<file path="config.mk">
export PLATFORM = sky130hd
export DESIGN_NAME = sptr_regs
export DESIGN_NICKNAME = d
export VERILOG_FILES = /design/src/rtl/sptr_pkg.sv /design/src/rtl/sptr_train_drv.sv /design/src/rtl/sptr_regs.sv
export VERILOG_INCLUDE_DIRS = /design/src /design/src/rtl
export SDC_FILE = /design/constraint.sdc
export NUM_CORES = 1
export LEC_CHECK = 0
export ABC_AREA = 0
export BUFFER_PORTS_ARGS = -buffer_cell sky130_fd_sc_hd__buf_2
export CELL_PAD_IN_SITES_DETAIL_PLACEMENT = 0
export CELL_PAD_IN_SITES_GLOBAL_PLACEMENT = 1
export CORE_ASPECT_RATIO = 1.4
export CORE_MARGIN = 2
export CORE_UTILIZATION = 39
export DETAILED_ROUTE_END_ITERATION = 10
export HOLD_SLACK_MARGIN = 0.1
export PLACE_DENSITY = 0.87
export SLEW_MARGIN = 10
export SYNTH_ARGS = -nofsm -noshare
export SYNTH_HDL_FRONTEND = slang
export SYNTH_SLANG_ARGS = --single-unit
</file>
<file path="constraint.sdc">
create_clock -name REF_CLK -period 1.8 [get_ports REF_CLK]
set_input_delay 0.09 -clock REF_CLK [delete_from_list [all_inputs] [get_ports REF_CLK]]
set_output_delay 0.09 -clock REF_CLK [all_outputs]
set_load 0.02 [all_outputs]
</file>
<file path="src/rtl/sptr_consts.svh">
`ifndef SPTR_CONSTS_SVH
`define SPTR_CONSTS_SVH

// ----------------------------------------------------------------
// Register byte offsets (low eight address bits)
// ----------------------------------------------------------------
`define SPTR_OFF_PWD_LO 8'h00
`define SPTR_OFF_PWD_HI 8'h04
`define SPTR_OFF_OPTION 8'h08
`define SPTR_OFF_LOCK 8'h0c
`define SPTR_OFF_SECTOR 8'h10
`define SPTR_OFF_PSTAT 8'h14
`define SPTR_OFF_DSTAT 8'h18
`define SPTR_OFF_PAT_NV 8'h1c
`define SPTR_OFF_PAT_LIVE 8'h20
`define SPTR_OFF_CMD 8'h24

// ----------------------------------------------------------------
// Field positions
// ----------------------------------------------------------------
`define SPTR_OPT_PERM 0
`define SPTR_OPT_PERSIST 1
`define SPTR_OPT_PWD 2
`define SPTR_OPT_PPB_OTP 3
`define SPTR_OPT_DYB 4
`define SPTR_LOCK_BIT 0
`define SPTR_CMD_ERASE 0

// ----------------------------------------------------------------
// Reset values and encodings
// ----------------------------------------------------------------
`define SPTR_OPT_RESET 5'h1f
`define SPTR_PWD_RESET 64'hffff_ffff_ffff_ffff
`define SPTR_PWD_UNDEF 32'h0000_0000
`define SPTR_PPB_RESET 16'hffff
`define SPTR_PAT_RESET 8'h00
`define SPTR_STAT_OPEN 8'hff
`define SPTR_STAT_PROT 8'h00

// ----------------------------------------------------------------
// Sizes and latency windows
// ----------------------------------------------------------------
`define SPTR_SECTORS 16
`define SPTR_SDR_WIN 5'h08
`define SPTR_DDR_WIN 5'h04

`endif

</file>
<file path="src/rtl/sptr_pkg.sv">
package sptr_pkg;

    // Data lines during latency: value on the rising and falling half.
    typedef struct packed {
        logic [3:0] rise;
        logic [3:0] fall;
        logic oe;
    } sptr_dq_t;

    // Latency window request from the command decoder.
    typedef struct packed {
        logic start;
        logic ddr;
        logic eligible;
        logic [4:0] cycles;
    } sptr_lat_t;

    typedef enum logic {
        BUS_IDLE,
        BUS_WAIT
    } sptr_bus_state_t;

endpackage

</file>
<file path="src/rtl/sptr_train_drv.sv">
`timescale 1ns/1ps
`include "sptr_consts.svh"

module sptr_train_drv (
    // Clock and reset
    input wire logic clk,
    input wire logic rst,
    // Latency request and pattern
    input wire sptr_pkg::sptr_lat_t lat,
    input wire logic [7:0] pattern,
    // Data lines
    output sptr_pkg::sptr_dq_t dq
);

    logic [4:0] left_reg;
    logic [3:0] win_reg;
    logic ddr_reg;
    logic [5:0] two_r;
    logic in_win;

    // The first latency cycle is kept free of pattern, which is why the
    // full window needs one cycle more than its length.
    function automatic logic [3:0] win_len(input logic ddr, input logic [4:0] cyc);
        logic [4:0] full;
        logic [4:0] avail;
        full = ddr ? `SPTR_DDR_WIN : `SPTR_SDR_WIN;
        avail = (cyc == 5'h00) ? 5'h00 : cyc - 5'h01;
        win_len = (avail < full) ? avail[3:0] : full[3:0];
    endfunction

    assign two_r = {left_reg, 1'b0};
    assign in_win = (left_reg != 5'h00) && (left_reg <= {1'b0, win_reg});

    always_ff @(posedge clk) begin
        if (rst) begin
            left_reg <= 5'h00;
            win_reg <= 4'h0;
            ddr_reg <= 1'b0;
        end else if (lat.start) begin
            left_reg <= lat.eligible ? lat.cycles : 5'h00;
            win_reg <= win_len(lat.ddr, lat.cycles);
            ddr_reg <= lat.ddr;
        end else if (left_reg != 5'h00) begin
            left_reg <= left_reg - 5'h01;
        end
    end

    // Pattern goes out most significant bit first, the same bit on all lanes.
    always_ff @(posedge clk) begin
        if (rst) begin
            dq <= '0;
        end else if (in_win) begin
            dq.oe <= 1'b1;
            if (ddr_reg) begin
                dq.rise <= {4{pattern[3'(two_r - 6'h01)]}};
                dq.fall <= {4{pattern[3'(two_r - 6'h02)]}};
            end else begin
                dq.rise <= {4{pattern[3'(left_reg - 5'h01)]}};
                dq.fall <= {4{pattern[3'(left_reg - 5'h01)]}};
            end
        end else begin
            dq <= '0;
        end
    end

    // ----------------------------------------------------------------
    // Checks
    // ----------------------------------------------------------------
    logic [4:0] oe_cnt_reg;
    logic [4:0] req_cyc_reg;
    logic req_ddr_reg;

    always_ff @(posedge clk) begin
        if (rst || lat.start) begin
            oe_cnt_reg <= 5'h00;
        end else if (dq.oe) begin
            oe_cnt_reg <= oe_cnt_reg + 5'h01;
        end
    end

    always_ff @(posedge clk) begin
        if (rst) begin
            req_cyc_reg <= 5'h00;
            req_ddr_reg <= 1'b0;
        end else if (lat.start) begin
            req_cyc_reg <= lat.cycles;
            req_ddr_reg <= lat.ddr;
        end
    end

    a_sdr_full_win: assert property (@(posedge clk) disable iff (rst)
        $fell(dq.oe) && !req_ddr_reg && req_cyc_reg >= 5'd9 |-> oe_cnt_reg == 5'd8)
        else $error("SDR pattern window is not eight cycles");
    a_sdr_short_win: assert property (@(posedge clk) disable iff (rst)
        $fell(dq.oe) && !req_ddr_reg && req_cyc_reg < 5'd9 |-> oe_cnt_reg == req_cyc_reg - 5'd1)
        else $error("short SDR pattern not truncated");
    a_ddr_full_win: assert property (@(posedge clk) disable iff (rst)
        $fell(dq.oe) && req_ddr_reg && req_cyc_reg >= 5'd5 |-> oe_cnt_reg == 5'd4)
        else $error("DDR pattern window is not four cycles");
    a_ddr_short_win: assert property (@(posedge clk) disable iff (rst)
        $fell(dq.oe) && req_ddr_reg && req_cyc_reg < 5'd5 |-> oe_cnt_reg == req_cyc_reg - 5'd1)
        else $error("short DDR pattern not truncated");
    a_pattern_tail: assert property (@(posedge clk) disable iff (rst)
        $fell(dq.oe) && !lat.start |-> $past(dq.fall) == {4{$past(pattern[0])}})
        else $error("pattern does not end on bit zero");
    c_ddr_window: cover property (@(posedge clk) disable iff (rst)
        lat.start && lat.ddr && lat.eligible && lat.cycles == 5'd6 ##4 dq.oe);

endmodule // sptr_train_drv

</file>
<file path="src/rtl/sptr_regs.sv">
// The AHB-Lite register port and the register offsets were left to the implementer.
`timescale 1ns/1ps
`include "sptr_consts.svh"

module sptr_regs (
    // Clock and resets
    input wire logic REF_CLK,
    input wire logic RESET,
    input wire logic PWR_ON_RESET,
    // AHB-Lite slave
    input wire logic HSEL,
    input wire logic [31:0] HADDR,
    input wire logic [1:0] HTRANS,
    input wire logic HWRITE,
    input wire logic [2:0] HSIZE,
    input wire logic HREADY,
    input wire logic [31:0] HWDATA,
    output logic [31:0] HRDATA,
    output logic HREADYOUT,
    output logic HRESP,
    // Latency window and data lines
    input wire sptr_pkg::sptr_lat_t LAT,
    output sptr_pkg::sptr_dq_t DQ
);

    // ----------------------------------------------------------------
    // Bus phase tracking
    // ----------------------------------------------------------------
    sptr_pkg::sptr_bus_state_t state_reg;
    logic [7:0] addr_reg;
    logic wr_reg;
    logic word_reg;
    logic rst_any;
    logic accept;
    logic do_op;
    logic wr_en;

    assign rst_any = RESET | PWR_ON_RESET;
    assign accept = HSEL && HTRANS[1] && HREADY;
    assign do_op = (state_reg == sptr_pkg::BUS_WAIT);
    assign wr_en = do_op && wr_reg && word_reg;
    assign HREADYOUT = (state_reg == sptr_pkg::BUS_IDLE);
    assign HRESP = 1'b0;

    function automatic logic hit(input logic [7:0] a, input logic [7:0] off);
        hit = (a == off);
    endfunction

    // One wait state lets the read data come from a flip-flop.
    always_ff @(posedge REF_CLK) begin
        if (rst_any) begin
            state_reg <= sptr_pkg::BUS_IDLE;
        end else begin
            unique case (state_reg)
                sptr_pkg::BUS_IDLE: begin
                    if (accept) begin
                        state_reg <= sptr_pkg::BUS_WAIT;
                    end
                end
                sptr_pkg::BUS_WAIT: begin
                    state_reg <= sptr_pkg::BUS_IDLE;
                end
            endcase
        end
    end

    always_ff @(posedge REF_CLK) begin
        if (rst_any) begin
            addr_reg <= 8'h00;
            wr_reg <= 1'b0;
            word_reg <= 1'b0;
        end else if (accept) begin
            addr_reg <= {HADDR[7:2], 2'b00};
            wr_reg <= HWRITE;
            word_reg <= (HSIZE == 3'h2);
        end
    end

    // ----------------------------------------------------------------
    // Protection options and password
    // ----------------------------------------------------------------
    logic [4:0] opt_reg;
    logic [63:0] pwd_reg;
    logic pwd_mode;
    logic opt_wr_ok;

    assign pwd_mode = ~opt_reg[`SPTR_OPT_PWD];
    // Password or persistent mode seals the option bits.
    assign opt_wr_ok = opt_reg[`SPTR_OPT_PWD] & opt_reg[`SPTR_OPT_PERSIST];

    // Stored bits survive a hardware reset; only power-on restores them.
    always_ff @(posedge REF_CLK) begin
        if (PWR_ON_RESET) begin
            opt_reg <= `SPTR_OPT_RESET;
        end else if (wr_en && opt_wr_ok && hit(addr_reg, `SPTR_OFF_OPTION)) begin
            opt_reg <= opt_reg & HWDATA[4:0];
        end
    end

    always_ff @(posedge REF_CLK) begin
        if (PWR_ON_RESET) begin
            pwd_reg <= `SPTR_PWD_RESET;
        end else if (wr_en && !pwd_mode) begin
            if (hit(addr_reg, `SPTR_OFF_PWD_LO)) begin
                pwd_reg[31:0] <= pwd_reg[31:0] & HWDATA;
            end
            if (hit(addr_reg, `SPTR_OFF_PWD_HI)) begin
                pwd_reg[63:32] <= pwd_reg[63:32] & HWDATA;
            end
        end
    end

    // ----------------------------------------------------------------
    // Lock bit and sector bits
    // ----------------------------------------------------------------
    logic lock_reg;
    logic [3:0] sector_reg;
    logic [`SPTR_SECTORS-1:0] ppb_reg;
    logic [`SPTR_SECTORS-1:0] dyb_reg;
    logic ppb_ok;
    logic ppb_bit;
    logic dyb_bit;

    assign ppb_ok = lock_reg & opt_reg[`SPTR_OPT_PERM];
    assign ppb_bit = ppb_reg[sector_reg];
    assign dyb_bit = dyb_reg[sector_reg];

    // Only a clear is honoured, so software cannot reopen a frozen set.
    always_ff @(posedge REF_CLK) begin
        if (PWR_ON_RESET) begin
            lock_reg <= 1'b1;
        end else if (RESET) begin
            lock_reg <= opt_reg[`SPTR_OPT_PWD];
        end else if (wr_en && hit(addr_reg, `SPTR_OFF_LOCK) && !HWDATA[`SPTR_LOCK_BIT]) begin
            lock_reg <= 1'b0;
        end
    end

    always_ff @(posedge REF_CLK) begin
        if (rst_any) begin
            sector_reg <= 4'h0;
        end else if (wr_en && hit(addr_reg, `SPTR_OFF_SECTOR)) begin
            sector_reg <= HWDATA[3:0];
        end
    end

    always_ff @(posedge REF_CLK) begin
        if (PWR_ON_RESET) begin
            ppb_reg <= `SPTR_PPB_RESET;
        end else if (wr_en && ppb_ok) begin
            if (hit(addr_reg, `SPTR_OFF_PSTAT) && HWDATA[7:0] == `SPTR_STAT_PROT) begin
                ppb_reg[sector_reg] <= 1'b0;
            end
            if (hit(addr_reg, `SPTR_OFF_CMD) && HWDATA[`SPTR_CMD_ERASE]
                && opt_reg[`SPTR_OPT_PPB_OTP]) begin
                ppb_reg <= `SPTR_PPB_RESET;
            end
        end
    end

    // Dynamic bits come up all protected when the option bit asks for it.
    always_ff @(posedge REF_CLK) begin
        if (PWR_ON_RESET) begin
            dyb_reg <= `SPTR_PPB_RESET;
        end else if (RESET) begin
            dyb_reg <= {`SPTR_SECTORS{opt_reg[`SPTR_OPT_DYB]}};
        end else if (wr_en && hit(addr_reg, `SPTR_OFF_DSTAT)) begin
            if (HWDATA[7:0] == `SPTR_STAT_PROT) begin
                dyb_reg[sector_reg] <= 1'b0;
            end else if (HWDATA[7:0] == `SPTR_STAT_OPEN) begin
                dyb_reg[sector_reg] <= 1'b1;
            end
        end
    end

    // ----------------------------------------------------------------
    // Training pattern
    // ----------------------------------------------------------------
    logic [7:0] pat_nv_reg;
    logic [7:0] pat_live_reg;

    always_ff @(posedge REF_CLK) begin
        if (PWR_ON_RESET) begin
            pat_nv_reg <= `SPTR_PAT_RESET;
        end else if (wr_en && hit(addr_reg, `SPTR_OFF_PAT_NV)) begin
            pat_nv_reg <= HWDATA[7:0];
        end
    end

    // A hardware reset reloads the live copy from the stored one.
    always_ff @(posedge REF_CLK) begin
        if (PWR_ON_RESET) begin
            pat_live_reg <= `SPTR_PAT_RESET;
        end else if (RESET) begin
            pat_live_reg <= pat_nv_reg;
        end else if (wr_en && hit(addr_reg, `SPTR_OFF_PAT_LIVE)) begin
            pat_live_reg <= HWDATA[7:0];
        end
    end

    sptr_train_drv u_train (
        .clk(REF_CLK),
        .rst(rst_any),
        .lat(LAT),
        .pattern(pat_live_reg),
        .dq(DQ)
    );

    // ----------------------------------------------------------------
    // Read data
    // ----------------------------------------------------------------
    logic [31:0] rd_value;

    always_comb begin
        rd_value = 32'h0000_0000;
        unique case (addr_reg)
            `SPTR_OFF_PWD_LO: rd_value = pwd_mode ? `SPTR_PWD_UNDEF : pwd_reg[31:0];
            `SPTR_OFF_PWD_HI: rd_value = pwd_mode ? `SPTR_PWD_UNDEF : pwd_reg[63:32];
            `SPTR_OFF_OPTION: rd_value = {27'h0, opt_reg};
            `SPTR_OFF_LOCK: rd_value = {31'h0, lock_reg};
            `SPTR_OFF_SECTOR: rd_value = {28'h0, sector_reg};
            `SPTR_OFF_PSTAT: rd_value = {24'h0, ppb_bit ? `SPTR_STAT_OPEN : `SPTR_STAT_PROT};
            `SPTR_OFF_DSTAT: rd_value = {24'h0, dyb_bit ? `SPTR_STAT_OPEN : `SPTR_STAT_PROT};
            `SPTR_OFF_PAT_NV: rd_value = {24'h0, pat_nv_reg};
            `SPTR_OFF_PAT_LIVE: rd_value = {24'h0, pat_live_reg};
            default: rd_value = 32'h0000_0000;
        endcase
    end

    always_ff @(posedge REF_CLK) begin
        if (rst_any) begin
            HRDATA <= 32'h0000_0000;
        end else if (do_op && !wr_reg) begin
            HRDATA <= rd_value;
        end
    end

    // ----------------------------------------------------------------
    // Checks
    // ----------------------------------------------------------------
    logic rd_done;
    assign rd_done = do_op && !wr_reg;

    a_pwd_only_clear: assert property (@(posedge REF_CLK) disable iff (PWR_ON_RESET)
        1'b1 |=> (pwd_reg & ~$past(pwd_reg)) == 64'h0)
        else $error("password bit went from zero to one");
    a_pwd_hidden: assert property (@(posedge REF_CLK) disable iff (rst_any)
        rd_done && pwd_mode && hit(addr_reg, `SPTR_OFF_PWD_HI)
        |=> HRDATA == `SPTR_PWD_UNDEF)
        else $error("password visible in password mode");
    a_pwd_sealed: assert property (@(posedge REF_CLK) disable iff (PWR_ON_RESET)
        wr_en && !opt_reg[`SPTR_OPT_PWD] |=> $stable(pwd_reg))
        else $error("password changed in password mode");
    a_lock_sticky: assert property (@(posedge REF_CLK) disable iff (rst_any)
        !lock_reg |=> !lock_reg [*3])
        else $error("lock bit reopened without reset");
    a_ppb_frozen: assert property (@(posedge REF_CLK) disable iff (PWR_ON_RESET)
        !lock_reg |=> ppb_reg == $past(ppb_reg))
        else $error("persistent bits changed while locked");
    a_pstat_read: assert property (@(posedge REF_CLK) disable iff (rst_any)
        rd_done && hit(addr_reg, `SPTR_OFF_PSTAT)
        |=> HRDATA[7:0] == ($past(ppb_bit) ? 8'hff : 8'h00) && HREADYOUT)
        else $error("persistent status byte wrong");
    a_dstat_read: assert property (@(posedge REF_CLK) disable iff (rst_any)
        rd_done && hit(addr_reg, `SPTR_OFF_DSTAT)
        |=> HRDATA[7:0] == ($past(dyb_bit) ? 8'hff : 8'h00))
        else $error("dynamic status byte wrong");
    a_pat_power_on: assert property (@(posedge REF_CLK)
        PWR_ON_RESET |=> pat_nv_reg == 8'h00 && pat_live_reg == 8'h00)
        else $error("pattern copies not zero after power-on");
    a_pat_reload: assert property (@(posedge REF_CLK)
        RESET && !PWR_ON_RESET |=> pat_live_reg == $past(pat_nv_reg))
        else $error("live pattern not reloaded on reset");
    a_lock_reset: assert property (@(posedge REF_CLK)
        RESET && !PWR_ON_RESET |=> lock_reg == $past(opt_reg[`SPTR_OPT_PWD]))
        else $error("lock bit reset value wrong");
    a_bus_wait: assert property (@(posedge REF_CLK) disable iff (rst_any)
        accept |=> !HREADYOUT ##1 HREADYOUT)
        else $error("bus answer not after one wait state");

    c_pstat_protected: cover property (@(posedge REF_CLK) disable iff (rst_any)
        rd_done && hit(addr_reg, `SPTR_OFF_PSTAT) && !ppb_bit);
    c_lock_cleared: cover property (@(posedge REF_CLK) disable iff (rst_any)
        $fell(lock_reg));
    c_pwd_hidden: cover property (@(posedge REF_CLK) disable iff (rst_any)
        rd_done && pwd_mode && hit(addr_reg, `SPTR_OFF_PWD_LO));
    c_sdr_window: cover property (@(posedge REF_CLK) disable iff (rst_any)
        LAT.start && LAT.eligible && !LAT.ddr && LAT.cycles == 5'd10 ##4 DQ.oe);

endmodule // sptr_regs

</file>
==> results of run 1 <==
critical path: cells and delay by family, from the launching register on:
kind | cells | cell delay (ps)
compound gates | 3 | 920
buf+inv | 2 | 300
flops | 1 | 360
simple gates | 1 | 70
mux | 1 | 120
routing by layer:
| layer | part of all wire (%) | GRT usage, % |
|---|---|---|
| met5 | 0 | 0 |
| met4 | 2.5 | 8.79 |
| met3 | 4.4 | 4.40 |
| met2 | 51 | 35.6 |
| met1 | 42 | 24.1 |
final cells by class:
cell class / count / share of cell area [%]
multi-input cells: 606 / 40.3
inverters: 10 / 0.350
clock inverters: 11 / 1.23
repair buffers: 244 / 17.8
well taps: 252 / 2.94
clock buffers: 20 / 4.26
flip-flops and latches: 176 / 33.1
kinds of logic after synthesis:
logic type,Yosys count,share of synthesized area [%]
simple gates,291,19.5
compound gates,247,21.0
flops,176,45.4
buf+inv,79,4.44
mux,56,7.91
fa+ha+maj,8,1.29
xor+xnor,3,0.339
other cells,1,0.0484
per-stage QoR:
stage	util (%)	std cells	TNS, ps	setup slack (ps)	hold slack (ps)
final	54.5	1319	-277	-61.1	103
after global routing	54.5	1319	-2340	-176	113
after CTS	52.2	1308	-195	-37.8	102
after detailed placement	45.5	1223	-7730	-381	341
after global placement	45.5	1223	-5970	-340	336
after floorplan	-	861	-69.5	-12.9	226
what timing repair did:
item                                    in CTS  in global routing
hold endpoints to repair                    88                  0
gates resized for setup                     53                135
pin swaps                                   15                 32
hold buffers                                50                  0
buffers inserted                             4                  6
endpoints found under the setup margin      99                127
cloned                                       0                  7
power by group through the flow:
stage | clock network, mW | logic (mW) | registers (mW)
6_report | 3.71 | 0.759 | 3.97
5_1_grt | 3.93 | 0.826 | 3.97
4_1_cts | 3.76 | 0.728 | 3.97
3_5_place_dp | 0 | 0.630 | 4.06
3_3_place_gp | 0 | 0.624 | 4.06
2_1_floorplan | 0 | 0.380 | 4.05
cell usage after synthesis, types with 4 or more instances:
cell type,n,area [um2]
a21o_1,5,37.5
dfxtp_1,176,3520
nor2_1,84,315
o21ai_0,90,450
a222oi_1,8,80.1
and2_1,4,25.0
inv_1,9,33.8
nand4_1,6,37.5
a21oi_1,38,190
a22oi_1,33,248
a31oi_1,10,62.6
a2bb2oi_1,24,210
and3_1,8,50.1
buf_1,4,15.0
o211ai_1,4,30.0
nand2_1,57,214
mux2i_1,50,500
a22o_1,6,52.6
nor2b_1,9,56.3
a221oi_1,8,70.1
nor3_1,8,40.0
ha_1,8,100
clkbuf_1,48,180
nand3_1,8,40.0
nor4b_1,5,43.8
nand4b_1,4,35.0
buf_2,8,40.0
o21a_1,5,37.5
nand2b_1,78,488
buf_4,8,60.1
mux4_2,4,90.1
path summary, 6_finish.rpt:
kind | from | to | cells after the start
setup / recovery | sector_reg[1] | HRDATA[1] | 7
hold / removal | HWDATA[2] | pwd_reg[34] | 4
setup reg to reg | sector_reg[1] | HRDATA[1] | 7
hold reg to reg | pwd_reg[50] | pwd_reg[50] | 2
==> results by group, run 1 <==
Synth
  – Net Count, Synth: 952
  – Post-Synthesis Cells: 861
  – Mapped Avg Cell Area: 9.00 um2
  – EDFF count, synth: 0
  – Seq/Total Area, Yosys: 45.4%
  – Synth cell types: 59
  – Synth warn: 0
  – Post-Syn Area: 7750 um2
  – Synthesized flop and latch total: 176
  – Primary FF master, synth: dfxtp_1
  – Ys async rst share: 0%

Power and ir drop
  – Total Power: 8.43 mW
  – Psw: 1.99 mW
  – Comb power frac: 9.0%
  – Cell area power density: 786 nW/um2
  – Worst vdd rail ir drop: 0.000562 V
  – Leak Pwr: 4.48 nW
  – Sw Share: 23.6%
  – Internal power: 6.45 mW
  – Clock network power share: 44.0%
  – Sequential Power Share: 47.0%

Finish
  – Design Area, Final: 10700 um2
  – Filler instances: 1762
  – Ant diodes: 0
  – Layout cells sized above 1: 30.6%
  – Area delta synth->final: 38.3%
  – Commonest non-fill, non-tap cell in the layout: dfxtp_1
  – Max FFs per register: 64
  – Most frequent cells in the layout: 168 x dfxtp_1, 95 x buf_2, 79 x nor2_1
  – Register area: 3550 um2
  – # nets final: 1146
  – Area of the multi-input gates: 4320 um2

CTS
  – Clk pin slew, worst setup/hold paths: 70 ps
  – CTS tree: done
  – Htree depth: 4
  – Clock Latency Late Sink: 430 ps
  – Num CTS Buffers: 17
  – CTS Buffer Depth: 2
  – CTS Sinks: 176
  – Root Driver: clkbuf_16

Place
  – Post-DP Area: 8960 um2
  – Routability congestion estimate: 0.863
  – Detail Placement HPWL: 14600 um
  – # port buffers: 97

Drt
  – DRT iter0 DRCs: 354
  – Drt total wl: 22800 um
  – Drt drc: 0
  – Final ANT Viol Nets: 0
  – Average routed wire per standard cell: 17.3 um
  – Drt pass-1 iters: 5
  – Avg Vias per Cell: 5.37
  – Via Count: 7087

Critical path
  – CP Class: reg2reg
  – Worst path most repeated cell: buf_6
  – Worst Setup Start Kind: register
  – CP Max Fanout: 8
  – CP Capture Type: register
  – Crit-path slowest cell: a2111oi_4
  – R2R setup slack: -60 ps
  – Crit path cell chain: buf_6 -> mux2i_1 -> a22o_1 -> a2111oi_4 -> nor4_4 -> buf_6 -> a221oi_2
  – Worst EP required: 2140 ps
  – Worst EP arrival: 2200 ps
  – Worst path max stage delay: 410 ps

STA
  – RSZ-0062 raised after global routing: yes
  – Slew HR: 55.1%
  – Clock Skew: 8.43 ps
  – Max Clk Rate: 0.537 GHz
  – Worst-Margin Slew: 673 ps
  – Setup violators final: 10
  – Max-slew violations: 0
  – PnR worst setup slack: -61.1 ps
  – Minimum clock period after layout: 1860 ps
  – Period utilization: 103%
  – Final Hold Viols: 0

Global route
  – Antenna violations before repair: 0
  – Vias in the first global route: 6870
  – Global-route wire length before repair: 34100 um
  – Global route total overflow: 0
  – Total GRT Usage: 20.5%
  – Pin count of the biggest net entering global routing: 57

Floorplanning
  – Initial Util: 39.4%
  – Die footprint: 21000 um2
  – Ports: 126
  – Core ar.: 19700 um2
  – FP Rows: 61
  – Die height: 171 um
  – Die span in x: 123 um

Run status
  – Status: complete, but fails checks
  – Failing checks: negative setup slack

Worst hold path
  – HP Class: in2reg

Flow run
  – Max-cap violations: 0
Power figures use the tool's default switching activity.
==> run 2: changes to the inputs <==
--- a/config.mk
+++ b/config.mk
@@ -15,7 +15,9 @@
 export CORE_UTILIZATION = 39
 export DETAILED_ROUTE_END_ITERATION = 10
 export HOLD_SLACK_MARGIN = 0.1
+export MAX_ROUTING_LAYER = met4
 export PLACE_DENSITY = 0.87
+export SKIP_LAST_GASP = 1
 export SLEW_MARGIN = 10
 export SYNTH_ARGS = -nofsm -noshare
 export SYNTH_HDL_FRONTEND = slang
==> results by group, run 2 (synthesized netlist as in run 1, its figures left out) <==
Critical path
  – Crit-path leading delay family: compound AO/OA/AOI/OAI gates (unchanged)
  – Worst EP arrival: 2220 ps (was 2200 ps)
  – Worst path max stage delay: 410 ps (about the same)
  – CP Capture Type: register (unchanged)
  – Crit. path cell count: 7 (unchanged)
  – Worst reg2reg startpoint: sector_reg[1] (unchanged)
  – Crit-path slowest cell: a2111oi_4 (unchanged)
  – Worst Setup Start Kind: register (unchanged)
  – Worst EP required: 2140 ps (about the same)
  – CP Max Fanout: 8 (unchanged)
  – Buf/Inv on CP: 2 (unchanged)
  – R2R setup slack: -80 ps (was -60 ps)
  – Crit path cell chain: buf_6 -> mux2i_1 -> a22o_1 -> a2111oi_4 -> nor4_4 -> buf_4 -> a221oi_2 (was buf_6 -> mux2i_1 -> a22o_1 -> a2111oi_4 -> nor4_4 -> buf_6 -> a221oi_2)
  – Critical path origin: sector_reg[1] (unchanged)
  – R2R Path End: HRDATA[1] (unchanged)
  – CP Class: reg2reg (unchanged)
  – Reg2Reg Depth: 7 (unchanged)
  – Worst Setup EP: HRDATA[1] (unchanged)

Drt
  – Drt total wl: 22600 um (was 22800 um)
  – Average routed wire per standard cell: 17.2 um (was 17.3 um)
  – Final ANT Viol Nets: 0 (unchanged)
  – Via Count: 7108 (was 7087)
  – Avg Vias per Cell: 5.39 (was 5.37)
  – Drt pass-1 iters: 5 (unchanged)
  – Drt drc: 0 (unchanged)
  – DRT iter0 DRCs: 360 (was 354)

Place
  – Detail Placement HPWL: 14600 um (unchanged)
  – Routability congestion estimate: 0.877 (was 0.863)
  – # port buffers: 97 (unchanged)

Finish
  – Commonest non-fill, non-tap cell in the layout: dfxtp_1 (unchanged)
  – Layout cells sized above 1: 30.1% (was 30.6%)
  – Max FFs per register: 64 (unchanged)
  – Ant diodes: 0 (unchanged)
  – Area delta synth->final: 37.7% (was 38.3%)
  – Most frequent cells in the layout: 169 x dfxtp_1, 95 x buf_2, 80 x buf_4 (was 168 x dfxtp_1, 95 x buf_2, 79 x nor2_1)
  – # nets final: 1146 (unchanged)

Floorplanning
  – FP Rows: 61 (unchanged)
  – Die height: 171 um (unchanged)
  – Die span in x: 123 um (unchanged)
  – Ports: 126 (unchanged)
  – Die footprint: 21000 um2 (unchanged)
  – Initial Util: 39.4% (unchanged)
  – Core ar.: 19700 um2 (unchanged)

STA
  – Setup violators final: 11 (was 10)
  – PnR worst setup slack: -82.6 ps (was -61.1 ps)
  – Period utilization: 105% (was 103%)
  – Max Clk Rate: 0.531 GHz (was 0.537 GHz)
  – Max-slew violations: 0 (unchanged)
  – WHS: 95.3 ps (was 103 ps)
  – Final Hold Viols: 0 (unchanged)
  – RSZ-0062 raised after global routing: yes (unchanged)
  – Worst-Margin Slew: 648 ps (was 673 ps)
  – Slew HR: 56.8% (was 55.1%)
  – Clock Skew: 8.55 ps (was 8.43 ps)
  – Minimum clock period after layout: 1880 ps (was 1860 ps)

Worst hold path
  – Hold path cells: 4 (unchanged)
  – HP Class: in2reg (unchanged)

Power and ir drop
  – Total Power: 8.44 mW (was 8.43 mW)
  – Leak Pwr: 4.47 nW (was 4.48 nW)
  – Worst vdd rail ir drop: 0.000567 V (was 0.000562 V)
  – Cell area power density: 791 nW/um2 (was 786 nW/um2)

CTS
  – CTS Buffer Depth: 2 (unchanged)
  – CTS Sinks: 176 (unchanged)
  – Clk pin slew, worst setup/hold paths: 70 ps (about the same)
  – Num CTS Buffers: 17 (unchanged)
  – Root Driver: clkbuf_16 (unchanged)
  – CTS tree: done (unchanged)
  – Htree depth: 4 (unchanged)
  – Clock Latency Late Sink: 430 ps (about the same)

Global route
  – Antenna violations before repair: 0 (unchanged)
  – Global-route wire length before repair: 34100 um (about the same)
  – Vias in the first global route: 6869 (was 6870)
  – Total GRT Usage: 21.1% (was 20.5%)
  – Pin count of the biggest net entering global routing: 57 (unchanged)
  – Global route total overflow: 0 (unchanged)

Flow run
  – Max-cap violations: 0 (unchanged)

Run status
  – Status: complete, but fails checks (unchanged)
  – Failing checks: negative setup slack (unchanged)
## run 2: cell counts in the layout (fill, tap and decap cells not counted)
No cell type changed its count.
## run 2: worst min-delay path by stage
| stage | startpoint | to | slack, ps |
|---|---|---|---|
| 2_1_floorplan | HWRITE | wr_reg | 230 |
| 3_3_place_gp | HWDATA[28] | pwd_reg[60] | 340 |
| 3_5_place_dp | HWRITE | wr_reg | 340 |
| 4_1_cts | HWDATA[2] | pat_nv_reg[2] | 100 |
| 5_1_grt | HWDATA[0] | pwd_reg[32] | 110 |
| 6_report | HWDATA[2] | pwd_reg[34] | 100 |
## run 2: area by class of cell
class                           count  area, um2
Clock inverter                     11        131
Timing Repair Buffer              244       1900
Multi-Input combinational cell    606       4290
Fill cell                        1774       9020
Inverter                           10       37.5
Tap cell                          252        315
Sequential cell                   176       3540
Clock buffer                       20        457
## run 2: per-layer routing
metal	wire, um	up-vias	share of wire, %	track usage (%)
li1	-	3467	-	-
met1	9620	3385	42	24.5
met2	11500	205	51	35.5
met3	1000	51	4.4	4.03
met4	534	0	2.4	8.79
met5	0	-	0	-
## run 2: report_power, final
group / switching (mW) / total (mW) / internal [mW]
sequential: 0.0363 / 3.97 / 3.93
clock: 1.59 / 3.72 / 2.13
combinational: 0.369 / 0.755 / 0.386
total: 1.99 / 8.44 / 6.45
## run 2: tightest hold or removal path, stage by stage
cell and delay, ps:
buf_2 130, buf_4 160, o21ai_2 60, nand2b_1 50
## run 2: timing repair
item	4_1_cts	5_1_grt
gates resized for setup	52	117
setup buffers	4	6
setup endpoints to repair	99	127
pin swaps	13	21
endpoints found under the hold margin	88	0
gates cloned	0	7
hold buffers	50	0
## run 2: per-stage QoR
stage                     setup TNS [ps]  cells  utilization, %  instance area, um2  setup slack (ps)
after global routing               -2680   1319            54.2               10700              -148
after CTS                           -255   1308            52.2               10300             -37.8
after global placement             -5970   1223            45.5                8960              -340
after floorplan                    -69.5    861               -                7820             -12.9
after detailed placement           -7730   1223            45.5                8960              -381
final                               -463   1319            54.2               10700             -82.6
==> run 3: changes to the inputs <==
--- a/config.mk
+++ b/config.mk
@@ -12,11 +12,11 @@
 export CELL_PAD_IN_SITES_GLOBAL_PLACEMENT = 1
 export CORE_ASPECT_RATIO = 1.4
 export CORE_MARGIN = 2
-export CORE_UTILIZATION = 39
+export CORE_UTILIZATION = 46
 export DETAILED_ROUTE_END_ITERATION = 10
 export HOLD_SLACK_MARGIN = 0.1
 export MAX_ROUTING_LAYER = met4
-export PLACE_DENSITY = 0.87
+export PLACE_DENSITY = 0.95
 export SKIP_LAST_GASP = 1
 export SLEW_MARGIN = 10
 export SYNTH_ARGS = -nofsm -noshare
==> constraint.sdc (replaced) <==
create_clock -name REF_CLK -period 2.2 [get_ports REF_CLK]
set_input_delay 0.11 -clock REF_CLK [delete_from_list [all_inputs] [get_ports REF_CLK]]
set_output_delay 0.11 -clock REF_CLK [all_outputs]
set_load 0.02 [all_outputs]
==> results by group, run 3 (synthesized netlist as in run 1, its figures left out) <==
Power and ir drop
  – Total Power: 6.97 mW (was 8.44 mW)
  – Leak Pwr: 4.04 nW (was 4.47 nW)
  – Clock network power share: 45.3% (was 44.0%)
  – Worst vdd rail ir drop: 0.000529 V (was 0.000567 V)
  – Sw Share: 24.8% (was 23.6%)
  – Internal power: 5.24 mW (was 6.45 mW)
  – Comb power frac: 8.0% (was 8.9%)
  – Sequential Power Share: 46.7% (was 47.0%)
  – Psw: 1.73 mW (was 1.99 mW)
  – Cell area power density: 718 nW/um2 (was 791 nW/um2)

Floorplanning
  – FP Rows: 56 (was 61)
  – Core ar.: 16600 um2 (was 19700 um2)
  – Die height: 158 um (was 171 um)
  – Die span in x: 114 um (was 123 um)
  – Ports: 126 (unchanged)
  – Initial Util: 46.7% (was 39.4%)
  – Die footprint: 17900 um2 (was 21000 um2)

CTS
  – Root Driver: clkbuf_16 (unchanged)
  – Clock Latency Late Sink: 430 ps (about the same)
  – Num CTS Buffers: 17 (unchanged)
  – CTS tree: done (unchanged)
  – Htree depth: 4 (unchanged)
  – CTS Sinks: 176 (unchanged)
  – Clk pin slew, worst setup/hold paths: 70 ps (about the same)
  – CTS Buffer Depth: 2 (unchanged)

Finish
  – Ant diodes: 0 (unchanged)
  – Area delta synth->final: 25.2% (was 37.7%)
  – Final core utilization: 58.4% (was 54.2%)
  – Layout cells sized above 1: 20.2% (was 30.1%)
  – Filler instances: 1420 (was 1774)
  – Final cell count without fillers: 1210 (was 1319)
  – # nets final: 1085 (was 1146)
  – Most frequent cells in the layout: 174 x dfxtp_1, 94 x buf_2, 89 x o21ai_0 (was 169 x dfxtp_1, 95 x buf_2, 80 x buf_4)
  – Commonest non-fill, non-tap cell in the layout: dfxtp_1 (unchanged)
  – Max FFs per register: 64 (unchanged)

Place
  – Placed insts: 1127 (was 1223)
  – Detail Placement HPWL: 13700 um (was 14600 um)
  – Pre-CTS WS: -1.68 ps (was -381 ps)
  – # port buffers: 97 (unchanged)
  – Routability congestion estimate: 0.954 (was 0.877)

STA
  – RSZ-0062 raised after global routing: yes (unchanged)
  – Slew HR: 31.9% (was 56.8%)
  – Max Clk Rate: 0.463 GHz
  – Period utilization: 98.2%
  – Clock Skew: 9.93 ps (was 8.55 ps)
  – Setup violators final: 0 (was 11)
  – PnR worst setup slack: 39.3 ps (was -82.6 ps)
  – Max-slew violations: 0 (unchanged)
  – Minimum clock period after layout: 2160 ps
  – Worst-Margin Slew: 1020 ps (was 648 ps)
  – Final Hold Viols: 0 (unchanged)

Critical path
  – CP Capture Type: register (unchanged)
  – CP Class: in2reg (was reg2reg)
  – Worst path max stage delay: 540 ps (was 410 ps)
  – Worst EP required: 2560 ps (was 2140 ps)
  – Crit-path slowest cell: a2111o_1 (was a2111oi_4)
  – Worst reg2reg startpoint: sector_reg[1] (unchanged)
  – Reg2Reg Depth: 6 (was 7)
  – Crit path cell chain: dlygate4sd3_1 -> buf_2 -> or4_4 -> or2_4 -> a2111o_1 -> nor3_2 -> mux2i_1 (was buf_6 -> mux2i_1 -> a22o_1 -> a2111oi_4 -> nor4_4 -> buf_4 -> a221oi_2)
  – CP Max Fanout: 6 (was 8)
  – R2R setup slack: 140 ps (was -80 ps)
  – Worst EP arrival: 2520 ps (was 2220 ps)
  – Worst Setup Start Kind: input port (was register)
  – R2R Path End: HRDATA[1] (unchanged)
  – Critical path origin: HWDATA[6] (was sector_reg[1])

Worst hold path
  – Hold path startpoint: HWDATA[0] (was HWDATA[2])
  – HP Class: in2reg (unchanged)

Drt
  – DRT iter0 DRCs: 520 (was 360)
  – Average routed wire per standard cell: 16.9 um (was 17.2 um)
  – Via Count: 6886 (was 7108)
  – Drt total wl: 20400 um (was 22600 um)
  – Avg Vias per Cell: 5.69 (was 5.39)
  – Final ANT Viol Nets: 0 (unchanged)
  – Drt pass-1 iters: 5 (unchanged)
  – Drt drc: 0 (unchanged)

Global route
  – Vias in the first global route: 6641 (was 6869)
  – Global-route wire length before repair: 32800 um (was 34100 um)
  – Total GRT Usage: 23.5% (was 21.1%)
  – Pin count of the biggest net entering global routing: 48 (was 57)
  – Global route total overflow: 0 (unchanged)
  – Antenna violations before repair: 0 (unchanged)

Run status
  – Status: complete, no violations (was complete, but fails checks)

Flow run
  – Max-cap violations: 0 (unchanged)
run 3: power by group through the flow:
stage	combinational (mW)	clock [mW]	sequential, mW
2_1_floorplan	0.306	0	3.32
3_3_place_gp	0.465	0	3.32
3_5_place_dp	0.471	0	3.32
4_1_cts	0.542	3.20	3.25
5_1_grt	0.612	3.34	3.26
6_report	0.558	3.16	3.25
run 3: timing repair:
item | CTS | global route
setup endpoints to repair | 1 | 39
gates resized for setup | 0 | 27
hold buffers | 49 | 0
pin swaps | 1 | 6
setup buffers | 0 | 4
endpoints found under the hold margin | 91 | 0
run 3: area by class of cell:
| type | count | area, um2 | share of cell area (%) |
|---|---|---|---|
| Clock buffer | 17 | 425 | 4.38 |
| Clock inverter | 15 | 195 | 2.01 |
| Inverter | 10 | 37.5 | 0.387 |
| Multi-Input combinational cell | 606 | 3970 | 40.9 |
| Sequential cell | 176 | 3530 | 36.3 |
| Tap cell | 203 | 254 | 2.62 |
| Timing Repair Buffer | 183 | 1290 | 13.3 |
run 3: critical path: cells and delay by family:
| family | cells | cell delay [ps] |
|---|---|---|
| buffers and inverters | 2 | 690 |
| muxes | 1 | 190 |
| and+or+nand+nor | 3 | 1000 |
| AOI/OAI and AO/OA | 1 | 540 |
run 3: metrics by stage:
| step | hold WS (ps) | setup TNS [ps] | cell area, um2 |
|---|---|---|---|
| 2_1_floorplan | 246 | 0 | 7750 |
| 3_3_place_gp | 355 | -7.36 | 8470 |
| 6_report | 132 | 0 | 9700 |
| 5_1_grt | 150 | -78.6 | 9700 |
| 4_1_cts | 128 | -19.7 | 9580 |
| 3_5_place_dp | 365 | -1.68 | 8470 |
run 3: how the worst min path moves through the flow:
stage / slack (ps) / cells past startpoint / to
after floorplan: 250 / 2 / wr_reg
after global placement: 360 / 3 / pwd_reg[49]
after detailed placement: 360 / 3 / addr_reg[2]
after CTS: 130 / 4 / sector_reg[0]
after global routing: 150 / 4 / sector_reg[0]
final: 130 / 4 / sector_reg[0]
run 3: routing by layer:
layer	part of all wire, %	GRT usage [%]
met5	0	-
met4	2.4	10.2
met3	4.6	3.68
met2	53	41.0
met1	40	26.7
